--- config.mk ---
export PLATFORM = sky130hd
export DESIGN_NAME = sfx_post_exc
export DESIGN_NICKNAME = d
export VERILOG_FILES = /design/src/logic/sfx_pkg.sv /design/src/logic/sfx_post_exc.sv
export SDC_FILE = /design/constraint.sdc
export NUM_CORES = 1
export LEC_CHECK = 0
export BUFFER_PORTS_ARGS = -buffer_cell sky130_fd_sc_hd__buf_2
export CAP_MARGIN = 20
export CORE_AREA = 2 2 114 116
export DETAILED_ROUTE_END_ITERATION = 16
export DIE_AREA = 0 0 116 118
export GPL_ROUTABILITY_DRIVEN = 0
export PLACE_DENSITY = 0.83
export SETUP_SLACK_MARGIN = 0.05
export SLEW_MARGIN = 0
export SYNTH_ARGS = -nofsm -noshare
export SYNTH_HDL_FRONTEND = slang
export SYNTH_SLANG_ARGS = --single-unit
--- constraint.sdc ---
create_clock -name clk_i -period 4 [get_ports clk_i]
set_input_delay 0.6 -clock clk_i [delete_from_list [all_inputs] [get_ports clk_i]]
set_output_delay 0.6 -clock clk_i [all_outputs]
set_load 0.01 [all_outputs]
--- src/logic/sfx_pkg.sv ---
// How it works
// - Masked single overflow, nearest: signed infinity, O+P.
// - Toward minus: positive max finite, negative infinity.
// - Toward plus: positive infinity, negative max finite.
// - Toward zero: signed max finite, O+P set.
// - Unmasked single overflow: scale down 2^192, O.
// - Double overflow detected; masked same pattern, O+P.
// - Unmasked double overflow: scale down 2^1536, O.
// - Masked single underflow: bounded result, U+P if inexact.
// - Unmasked single underflow: scale up 2^192, U.
// - Masked double underflow: bounded result, U+P if inexact.
// - Unmasked double underflow: scale up 2^1536, U.
// - Narrowing conversions use single overflow/underflow checks.
// - Inexact raised for any unrepresentable result.
// - Square root and int-to-float also detect inexact.
// - Masked inexact: bounded result, precision flag set.
// - Unmasked inexact keeps masked O/U results and flags.
package sfx_pkg;

    //------------------------------------------------------------
    // Widths and formats
    //------------------------------------------------------------
    localparam int          SFX_EXP_W      = 14;                // Unbounded exponent width
    localparam int          SFX_FRAC_W     = 52;                // Fraction field, left aligned
    localparam int          SFX_SGL_FRAC_W = 23;                // Single fraction bits
    localparam int          SFX_DBL_EXP_W  = 11;                // Double exponent field
    localparam int          SFX_SGL_EXP_W  = 8;                 // Single exponent field

    typedef logic signed [SFX_EXP_W-1:0] sfx_exp_type;

    // Exponent limits and trap scaling
    localparam sfx_exp_type SFX_SGL_BIAS   = 14'h007F;          // Single bias, also largest exponent
    localparam sfx_exp_type SFX_SGL_EMIN   = 14'h3F82;          // Smallest normal single exponent
    localparam sfx_exp_type SFX_DBL_BIAS   = 14'h03FF;          // Double bias, also largest exponent
    localparam sfx_exp_type SFX_DBL_EMIN   = 14'h3C02;          // Smallest normal double exponent
    localparam sfx_exp_type SFX_SGL_SCALE  = 14'h00C0;          // Single trap scale power
    localparam sfx_exp_type SFX_DBL_SCALE  = 14'h0600;          // Double trap scale power
    localparam sfx_exp_type SFX_SGL_EMAXB  = 14'h00FE;          // Largest biased single exponent
    localparam sfx_exp_type SFX_DBL_EMAXB  = 14'h07FE;          // Largest biased double exponent
    localparam sfx_exp_type SFX_SGL_INFB   = 14'h00FF;          // Single infinity exponent
    localparam sfx_exp_type SFX_DBL_INFB   = 14'h07FF;          // Double infinity exponent

    // Operation classes, one-hot
    typedef enum logic [4:0] {
        SFX_OP_ARITH    = 5'h01,                                // Add, sub, mul, div
        SFX_OP_NARROW   = 5'h02,                                // Double to single
        SFX_OP_SQRT     = 5'h04,                                // Square root
        SFX_OP_TO_INT   = 5'h08,                                // Float to integer
        SFX_OP_FROM_INT = 5'h10                                 // Integer to float
    } sfx_op_type;

    // Request from the rounding stage
    typedef struct packed {
        logic                  valid;                           // Lane result present
        logic                  dbl;                             // Destination is double
        sfx_op_type            op;                              // Operation class
        logic                  sign;                            // Result sign
        logic                  zero;                            // Exact zero result
        logic                  special;                         // Inf or NaN, pass through
        sfx_exp_type           exp;                             // Unbounded unbiased exponent
        logic [SFX_FRAC_W-1:0] frac;                            // Rounded fraction
        logic                  inexact;                         // Unbounded rounding inexact
        logic [63:0]           bnd_word;                        // Bounded rounded result
        logic                  bnd_inexact;                     // Bounded rounding inexact
    } sfx_req_type;

    //------------------------------------------------------------
    // Register map
    //------------------------------------------------------------
    localparam logic [7:0]  SFX_REG_CS     = 8'h00;             // Control and status
    localparam logic [7:0]  SFX_REG_ISTAT  = 8'h04;             // Interrupt status
    localparam logic [7:0]  SFX_REG_IMASK  = 8'h08;             // Interrupt mask

    localparam int          SFX_CS_W       = 8;
    localparam int          SFX_CS_OF      = 0;                 // Overflow flag
    localparam int          SFX_CS_UF      = 1;                 // underflow_flag
    localparam int          SFX_CS_PF      = 2;                 // precision_flag
    localparam int          SFX_CS_OM      = 3;                 // Overflow mask
    localparam int          SFX_CS_UM      = 4;                 // Underflow mask
    localparam int          SFX_CS_PM      = 5;                 // Precision mask
    localparam int          SFX_CS_RC      = 6;                 // Rounding control, 2 bits
    localparam logic [7:0]  SFX_CS_RESET   = 8'h38;             // All masked, nearest

    localparam int          SFX_IRQ_W      = 4;
    localparam int          SFX_IRQ_OF     = 0;                 // Overflow event
    localparam int          SFX_IRQ_UF     = 1;                 // Underflow event
    localparam int          SFX_IRQ_PF     = 2;                 // Inexact event
    localparam int          SFX_IRQ_FAULT  = 3;                 // Unmasked exception event

    localparam logic [1:0]  SFX_RC_NEAR    = 2'h0;
    localparam logic [1:0]  SFX_RC_DOWN    = 2'h1;
    localparam logic [1:0]  SFX_RC_UP      = 2'h2;
    localparam logic [1:0]  SFX_RC_ZERO    = 2'h3;

endpackage

--- src/logic/sfx_post_exc.sv ---
// Added by the designer: the Wishbone interface to the registers and the register addresses.
module sfx_post_exc (
    // Clock and reset
    input  wire logic              clk_i,
    input  wire logic              rst_i,
    // Result from the rounding stage
    input  sfx_pkg::sfx_req_type   req_i,
    // Delivered result to the core
    output logic [63:0]            result_o,
    output logic                   result_valid_o,
    output logic                   fault_o,
    // Wishbone slave
    input  wire logic              cyc_i,
    input  wire logic              stb_i,
    input  wire logic              we_i,
    input  wire logic [7:0]        adr_i,
    input  wire logic [3:0]        sel_i,
    input  wire logic [31:0]       dat_i,
    output logic [31:0]            dat_o,
    output logic                   ack_o,
    // Interrupt
    output logic                   irq_o
);
    import sfx_pkg::*;

    //------------------------------------------------------------
    // Helpers
    //------------------------------------------------------------

    // Pack sign, biased exponent and fraction into the destination word
    function automatic logic [63:0] pack_fp(
        input logic                  dbl,
        input logic                  sign,
        input sfx_exp_type           bexp,
        input logic [SFX_FRAC_W-1:0] frac
    );
        logic [63:0] w;
        w = '0;
        if (dbl) begin
            w = {sign, bexp[SFX_DBL_EXP_W-1:0], frac};
        end else begin
            w[31:0] = {sign, bexp[SFX_SGL_EXP_W-1:0], frac[SFX_FRAC_W-1 -: SFX_SGL_FRAC_W]};
        end
        return w;
    endfunction

    // Byte-lane merge of a write into a register
    function automatic logic [31:0] lane_merge(
        input logic [31:0] old,
        input logic [31:0] wd,
        input logic [3:0]  sel
    );
        logic [31:0] r;
        r = old;
        for (int b = 0; b < 4; b++) begin
            if (sel[b]) begin
                r[b*8 +: 8] = wd[b*8 +: 8];
            end
        end
        return r;
    endfunction

    //------------------------------------------------------------
    // Registers
    //------------------------------------------------------------
    logic [SFX_CS_W-1:0]  cs;                                   // Control and sticky status
    logic [SFX_IRQ_W-1:0] istat;                                // Sticky interrupt events
    logic [SFX_IRQ_W-1:0] imask;                                // Interrupt enables
    logic [63:0]          result;                               // Delivered result
    logic                 result_valid;                         // Result strobe
    logic                 fault;                                // Exception to core
    logic [31:0]          rdata;                                // Bus read data
    logic                 ack;                                  // Bus acknowledge
    logic                 irq;                                  // Interrupt level

    logic [SFX_CS_W-1:0]  next_cs;
    logic [SFX_IRQ_W-1:0] next_istat;
    logic [SFX_IRQ_W-1:0] next_imask;
    logic [63:0]          next_result;
    logic                 next_result_valid;
    logic                 next_fault;
    logic [31:0]          next_rdata;
    logic                 next_ack;
    logic                 next_irq;

    //------------------------------------------------------------
    // Exception detection and response
    //------------------------------------------------------------
    logic                  dst_dbl;                             // Effective destination precision
    logic                  range_chk;                           // Op can over/underflow
    sfx_exp_type           emax;                                // Largest unbiased exponent
    sfx_exp_type           emin;                                // Smallest normal exponent
    sfx_exp_type           bias;                                // Exponent bias
    sfx_exp_type           scale;                               // Trap scaling power
    sfx_exp_type           maxb;                                // Largest finite biased exponent
    sfx_exp_type           infb;                                // Infinity biased exponent
    logic                  ovf;                                 // Overflow detected
    logic                  unf;                                 // Underflow detected
    logic                  to_inf;                              // Masked overflow goes to infinity
    logic                  set_of;                              // Overflow flag event
    logic                  set_uf;                              // Underflow flag event
    logic                  set_pf;                              // Precision flag event
    logic                  trap;                                // Unmasked condition
    logic [63:0]           res;                                 // Chosen result
    logic [1:0]            rc;                                  // Rounding control

    // Classify the request and pick the delivered value
    always_comb begin
        rc     = cs[SFX_CS_RC +: 2];
        set_of = 1'b0;
        set_uf = 1'b0;
        set_pf = 1'b0;
        trap   = 1'b0;
        res    = req_i.bnd_word;
        to_inf = 1'b0;
        // Narrowing checks against single limits
        dst_dbl = req_i.dbl && (req_i.op != SFX_OP_NARROW);
        // Only arithmetic and narrowing can leave the range
        case (req_i.op)
            SFX_OP_ARITH:    range_chk = 1'b1;
            SFX_OP_NARROW:   range_chk = 1'b1;
            SFX_OP_SQRT:     range_chk = 1'b0;
            SFX_OP_TO_INT:   range_chk = 1'b0;
            SFX_OP_FROM_INT: range_chk = 1'b0;
            default:         range_chk = 1'b0;
        endcase
        // Format limits
        if (dst_dbl) begin
            emax  = SFX_DBL_BIAS;
            emin  = SFX_DBL_EMIN;
            bias  = SFX_DBL_BIAS;
            scale = SFX_DBL_SCALE;
            maxb  = SFX_DBL_EMAXB;
            infb  = SFX_DBL_INFB;
        end else begin
            emax  = SFX_SGL_BIAS;
            emin  = SFX_SGL_EMIN;
            bias  = SFX_SGL_BIAS;
            scale = SFX_SGL_SCALE;
            maxb  = SFX_SGL_EMAXB;
            infb  = SFX_SGL_INFB;
        end
        // Detection on the unbounded rounded result
        ovf = req_i.valid && range_chk && !req_i.zero && !req_i.special
              && (req_i.exp > emax);
        unf = req_i.valid && range_chk && !req_i.zero && !req_i.special
              && (req_i.exp < emin);
        if (!req_i.valid) begin
            // No lane result this cycle
            res = '0;
        end else if (ovf && !cs[SFX_CS_OM]) begin
            // Unmasked overflow: scaled down result
            res    = pack_fp(dst_dbl, req_i.sign,
                             SFX_EXP_W'(req_i.exp + bias - scale), req_i.frac);
            set_of = 1'b1;
            set_pf = req_i.inexact;
            trap   = 1'b1;
        end else if (ovf) begin
            // Masked overflow: direction decides infinity or max finite
            case (rc)
                SFX_RC_NEAR: to_inf = 1'b1;
                SFX_RC_DOWN: to_inf = req_i.sign;
                SFX_RC_UP:   to_inf = !req_i.sign;
                SFX_RC_ZERO: to_inf = 1'b0;
                default:     to_inf = 1'b1;
            endcase
            if (to_inf) begin
                res = pack_fp(dst_dbl, req_i.sign, infb, '0);
            end else begin
                res = pack_fp(dst_dbl, req_i.sign, maxb, '1);
            end
            set_of = 1'b1;
            set_pf = 1'b1;
        end else if (unf && !cs[SFX_CS_UM]) begin
            // Unmasked underflow: scaled up result
            res    = pack_fp(dst_dbl, req_i.sign,
                             SFX_EXP_W'(req_i.exp + bias + scale), req_i.frac);
            set_uf = 1'b1;
            set_pf = req_i.inexact;
            trap   = 1'b1;
        end else if (unf) begin
            // Masked underflow: bounded result, flags only when inexact
            res    = req_i.bnd_word;
            set_uf = req_i.bnd_inexact;
            set_pf = req_i.bnd_inexact;
        end else begin
            // In range: bounded result, inexact for every op class
            res    = req_i.bnd_word;
            set_pf = req_i.bnd_inexact;
        end
        // Single results live in the low word only; upper word forced clear
        if (!dst_dbl) begin
            res[63:32] = '0;
        end
        // Unmasked inexact traps after masked responses are settled
        if (set_pf && !cs[SFX_CS_PM]) begin
            trap = 1'b1;
        end
    end

    //------------------------------------------------------------
    // Result and sticky state next values
    //------------------------------------------------------------
    logic        bus_req;                                       // New bus request
    logic        bus_wr;                                        // Write this cycle
    logic        bus_rd;                                        // Read this cycle
    logic [31:0] cs_wr;                                         // Merged control write
    logic [31:0] im_wr;                                         // Merged mask write

    always_comb begin
        bus_req = cyc_i && stb_i && !ack;
        bus_wr  = bus_req && we_i;
        bus_rd  = bus_req && !we_i;
        cs_wr   = lane_merge({{(32-SFX_CS_W){1'b0}}, cs}, dat_i, sel_i);
        im_wr   = lane_merge({{(32-SFX_IRQ_W){1'b0}}, imask}, dat_i, sel_i);

        // Delivered result, one cycle after the request
        next_result       = res;
        next_result_valid = req_i.valid;
        next_fault        = req_i.valid && trap;

        // Control and status: software write first, events win
        next_cs = cs;
        if (bus_wr && (adr_i == SFX_REG_CS)) begin
            next_cs = cs_wr[SFX_CS_W-1:0];
        end
        if (set_of) begin
            next_cs[SFX_CS_OF] = 1'b1;
        end
        if (set_uf) begin
            next_cs[SFX_CS_UF] = 1'b1;
        end
        if (set_pf) begin
            next_cs[SFX_CS_PF] = 1'b1;
        end

        // Interrupt mask
        next_imask = imask;
        if (bus_wr && (adr_i == SFX_REG_IMASK)) begin
            next_imask = im_wr[SFX_IRQ_W-1:0];
        end

        // Interrupt status: read clears, new events win
        next_istat = istat;
        if (bus_rd && (adr_i == SFX_REG_ISTAT)) begin
            next_istat = '0;
        end
        next_istat[SFX_IRQ_OF]    = next_istat[SFX_IRQ_OF] | set_of;
        next_istat[SFX_IRQ_UF]    = next_istat[SFX_IRQ_UF] | set_uf;
        next_istat[SFX_IRQ_PF]    = next_istat[SFX_IRQ_PF] | set_pf;
        next_istat[SFX_IRQ_FAULT] = next_istat[SFX_IRQ_FAULT] | (req_i.valid && trap);

        // Interrupt level from the next register state
        next_irq = |(next_istat & next_imask);

        // Bus answer, one cycle after the request
        next_ack   = bus_req;
        next_rdata = '0;
        if (bus_rd) begin
            case (adr_i)
                SFX_REG_CS:    next_rdata = {{(32-SFX_CS_W){1'b0}}, cs};
                SFX_REG_ISTAT: next_rdata = {{(32-SFX_IRQ_W){1'b0}}, istat};
                SFX_REG_IMASK: next_rdata = {{(32-SFX_IRQ_W){1'b0}}, imask};
                default:       next_rdata = '0;             // Unmapped reads zero
            endcase
        end
    end

    //------------------------------------------------------------
    // State registers
    //------------------------------------------------------------
    always_ff @(posedge clk_i) begin
        if (rst_i) begin
            cs           <= SFX_CS_RESET;
            istat        <= '0;
            imask        <= '0;
            result       <= '0;
            result_valid <= 1'b0;
            fault        <= 1'b0;
            rdata        <= '0;
            ack          <= 1'b0;
            irq          <= 1'b0;
        end else begin
            cs           <= next_cs;
            istat        <= next_istat;
            imask        <= next_imask;
            result       <= next_result;
            result_valid <= next_result_valid;
            fault        <= next_fault;
            rdata        <= next_rdata;
            ack          <= next_ack;
            irq          <= next_irq;
        end
    end

    //------------------------------------------------------------
    // Outputs
    //------------------------------------------------------------
    assign result_o       = result;
    assign result_valid_o = result_valid;
    assign fault_o        = fault;
    assign dat_o          = rdata;
    assign ack_o          = ack;
    assign irq_o          = irq;

endmodule

=== Yosys cells after proc, flatten, opt, wreduce, memory -nomap -nowiden ===
Cells that the tools add are included.

* $add $sub $neg: 3
* Order comparisons: 2
* Eq/ne operators: 8
* Multiplexer cells: 48
* Bitwise gates (word level): 8
* Reduce and logical (&&, ||, !) cells: 42

{| class="wikitable"
|+ Operators with widths
! kind !! number
|-
| 2-to-1 mux 32 bit || 8
|-
| 2-to-1 mux 64 bit || 4
|-
| 2-to-1 mux 11 bit || 3
|-
| 2-to-1 mux 1 bit || 24
|-
| case mux 8 bit (3 select lines) || 1
|-
| adder 11 bit || 2
|-
| 2-to-1 mux 10 bit || 2
|-
| logical AND 1 bit || 17
|-
| greater-than comparator 14 x 11 -> 1 bit || 1
|-
| < comparator 14 x 11 -> 1 bit || 1
|-
| 2-to-1 mux 4 bit || 3
|-
| nonzero test 2 bit || 6
|-
| subtractor 11 bit || 1
|-
| == test 8 x 3 -> 1 bit, second input constant || 1
|-
| == test 8 x 4 -> 1 bit, second input constant || 1
|-
| zero test 1 bit || 8
|-
| zero test 8 bit || 1
|-
| AND reduction 2 bit || 4
|-
| 2-to-1 mux 3 bit || 2
|-
| OR reduction 2 bit || 3
|-
| == test 5 x 1 -> 1 bit, second input constant || 1
|-
| == test 5 x 2 -> 1 bit, second input constant || 1
|-
| inequality test 5 x 2 -> 1 bit, second input constant || 1
|-
| AND 4 bit || 1
|-
| 8 further kinds || 14
|}

* Register bits after elaboration: 116
* Input bits: 191
* Output and inout bits: 100
* Word-level logic and storage cells: 124

=== Depth between registers and ports, before layout ===
* Depth in word-level cells: 18
* Gate-level depth with buffers: 14

=== Worst setup path before layout ===
Ideal clock, no wire load.

* Path type: input to register
* Start point: input port req_i[139] (netlist bit)
* End point: register result[18] (netlist: result_o[18])
* Setup time: 0.130 ns
* Arrival: 3.531 ns
* Required time: 3.870 ns
* Setup slack: 0.338 ns
* Cell stages on the path: 12
* Path through: or3_1 o21ai_1 buf_1 ha_1 nand3_1 nor4_2 nor4_2 nand2b_1 nand2_1 buf_2 clkbuf_1 o22ai_1

* Word-level cells in the longest chain between the ends: 11

{| class="wikitable"
|+ Ends and longest elaborated chain
! what !! RTL line !! text
|-
| start: declaration || sfx_post_exc.sv:7 || <nowiki>input sfx_pkg::sfx_req_type req_i,</nowiki>
|-
| branches (longest 10 deep; another with < comparator 14 x 11 -> 1 bit) || n/a ||
|-
| 2-to-1 mux 64 bit (*) || sfx_post_exc.sv:151 || <nowiki>end else if (ovf && !cs[SFX_CS_OM]) begin</nowiki>
|-
| end signal: assignment || sfx_post_exc.sv:287 || <nowiki>result <= next_result;</nowiki>
|-
| end: declaration || sfx_post_exc.sv:69 || <nowiki>logic [63:0] result;</nowiki>
|}

Mark *: on every way between the ends.
A chain may end at the register's enable or synchronous reset.

=== Final worst setup path ===
* Start point: input port req_i[139] (netlist bit)
* End point: register result[29] (netlist: result_o[29])

Same word-level chain as after synthesis.

==> impl_metrics.json <==
{
  "status": "finished, final reports clean",
  "critPathCapture": "result_o[29]$_SDFF_PP0_",
  "critPathLaunch": "req_i[139]",
  "cts_setup_buffers": 0,
  "remaining_drc_errors": 0,
  "viasPerCell": 5.25,
  "final_common_cell": "buf_2",
  "holdPathStages": 2,
  "final.min_clock_period_ns": 3.61,
  "gr-total-overflow": 0,
  "cts_resized": 0,
  "cp_max_fo": 29,
  "pre_cts_ws_ns": 0.0806,
  "fmax_mhz": 277,
  "cap_violations": 0,
  "area_growth_pct": 33.4,
  "cts_tree": "built",
  "leakagePower_nw": 3.12,
  "antenna_found_initial": 2,
  "cts-htree-levels": 3,
  "r2r_cells": 7,
  "coreArea_um2": 12400,
  "pin_count": 291,
  "grtUsageTotal_pct": 21.6,
  "chipWidth_um": 116,
  "start_util_pct": 38.2,
  "timing.final.ws_setup_ns": 0.389,
  "p_total_w": 0.00220,
  "dp_hpwl_mm": 11.8,
  "crit_required_ns": 4.21,
  "whs_ns": 0.492,
  "regToRegSetupSlack_ns": 1.94,
  "cp.arrival_ns": 3.82,
  "path_clk_slew_ns": 0.06,
  "num_rows": 41,
  "min_path_type": "flip-flop to flip-flop",
  "r2r_start": "cs[6]$_SDFFE_PP0P_",
  "async_reset_ff_share_pct": 0,
  "slew-limit-headroom_pct": 27.1,
  "first_pass_iters": 7,
  "hold_viol_final": 0,
  "fin_crit_sh_pct": 90.3,
  "tns_ns": 0,
  "grt_pass1_vias": 4670,
  "wl_per_cell_um": 16.7,
  "setup-violations-final": 0,
  "antenna_left": 0,
  "port_buffers": 239,
  "postRouteWirelength_mm": 15.6,
  "fin_skew_ns": 0.00740,
  "final_nets": 962,
  "yosysWarnings": 0,
  "hold_buffers": 0,
  "die_area_um2": 13700,
  "final_util_pct": 51.0,
  "final_cell_mix": "buf_2, dfxtp_1, nor2_1, a21oi_1, o22ai_1",
  "start_kind": "input pin",
  "synthesis.area_um2": 4750,
  "grt_max_degree": 39,
  "rsz0062_at_grt": "false",
  "ys_types": 60,
  "vias": 4905,
  "cp-end-kind": "flip-flop",
  "cts_root_buffer": "clkbuf_16",
  "avgSynthCellArea_um2": 8.95,
  "nFillCells": 1185,
  "ys.flop_type": "dfxtp_1",
  "ir_drop_v": 0.000188,
  "synth_seq_cells": 92,
  "drtIter0Drc": 361,
  "grt_pass1_wl_mm": 23.1,
  "synth_edf_count": 0,
  "clock-sinks": 92,
  "clock_latency_ns": 0.34,
  "worst_slew_pin_slew_ns": 1.09,
  "rr_endpoint": "result_o[44]$_SDFF_PP0_",
  "synth_cells": 530,
  "drive_gt1_share_pct": 38.9,
  "clock_path_buffers": 2,
  "synth-seq-area-share_pct": 38.8,
  "die_h_um": 118,
  "power.density_nw_per_um2": 348,
  "crit_type": "input pin to flip-flop",
  "drv_slew": 0,
  "numCtsBuffers": 9
}
==> per-stage QoR <==
stage | instance area [um^2] | instances
finish | 6330 | 935
global route | 6330 | 935
CTS | 6320 | 933
detailed placement | 6000 | 917
global placement | 6000 | 917
floorplan | 4830 | 553
==> synth_stat cells (5+ instances only) <==
cell,instances,area [um^2]
inv_1,18,67.6
a221oi_2,10,150
ha_1,14,175
nor3_1,5,25.0
nand2_1,18,67.6
mux2i_1,39,390
o21ai_0,8,40.0
o22ai_1,40,250
a21oi_1,57,285
dfxtp_1,92,1840
nand2b_1,5,31.3
clkbuf_1,20,75.1
nor2_1,60,225
xnor2_1,7,61.3
a221oi_1,11,96.3
nand3_1,7,35.0
nor2b_1,8,50.1
buf_6,6,67.6
buf_4,24,180
buf_2,6,30.0
==> layout make-up <==
type	instances	area, um^2	share of cell area (%)
Antenna cell	2	5.00	0.0791
Clock buffer	12	267	4.21
Clock inverter	4	55.1	0.870
Inverter	18	67.6	1.07
Multi-Input combinational cell	384	2570	40.5
Sequential cell	92	1840	29.1
Tap cell	172	215	3.40
Timing Repair Buffer	251	1310	20.7
==> logic make-up after synthesis <==
family / Yosys count / synth area share (%)
buffers and inverters: 77 / 9.10
adders and majority gates: 15 / 4.11
xor gates and xnor gates: 10 / 1.85
DFF: 92 / 38.8
and+or+nand+nor: 140 / 15.3
other: 1 / 0.0790
muxes: 40 / 8.46
AOI/OAI and AO/OA: 155 / 22.3
==> power breakdown <==
| part | internal [W] | switching, W |
|---|---|---|
| logic | 0.000164 | 0.000193 |
| clock network | 0.000539 | 0.000360 |
| registers | 0.000941 | 0.00000664 |
==> state kept, by name (all words and copies together), names as in the netlist <==
signal and cells:
irq_o 1, ack_o 1, istat 4, fault_o 1, result_o 64, cs 8, dat_o 8, result_valid_o 1
imask 4
==> worst max-delay path, cell delays in order <==
cell and delay, ns:
buf_2 0.10, or3_1 0.39, o21ai_1 0.44, ha_1 0.39
nor3_1 0.34, o311ai_2 0.17, o2111ai_2 0.16, o22a_1 0.37
buf_4 0.22, nand2b_1 0.11, buf_4 0.34, a21o_1 0.12
o21ai_1 0.05
==> worst min path at each step <==
stage / from / endpoint / slack (ns)
after floorplan: istat[2]$_SDFF_PP0_ / istat[2]$_SDFF_PP0_ / 0.44
after global placement: istat[2]$_SDFF_PP0_ / istat[2]$_SDFF_PP0_ / 0.46
after detailed placement: istat[2]$_SDFF_PP0_ / istat[2]$_SDFF_PP0_ / 0.47
after CTS: istat[2]$_SDFF_PP0_ / istat[2]$_SDFF_PP0_ / 0.48
after global routing: req_i[48] / result_o[47]$_SDFF_PP0_ / 0.50
final: istat[1]$_SDFF_PP0_ / istat[1]$_SDFF_PP0_ / 0.49
==> metal layers <==
layer	GRT usage [%]	vias to the layer above	wire [um]
met1	25.8	2275	6260
met4	12.1	0	620
met5	0	-	0
li1	-	2322	-
met3	3.60	48	1220
met2	36.2	260	7540
(Power assumes the default switching activity.)
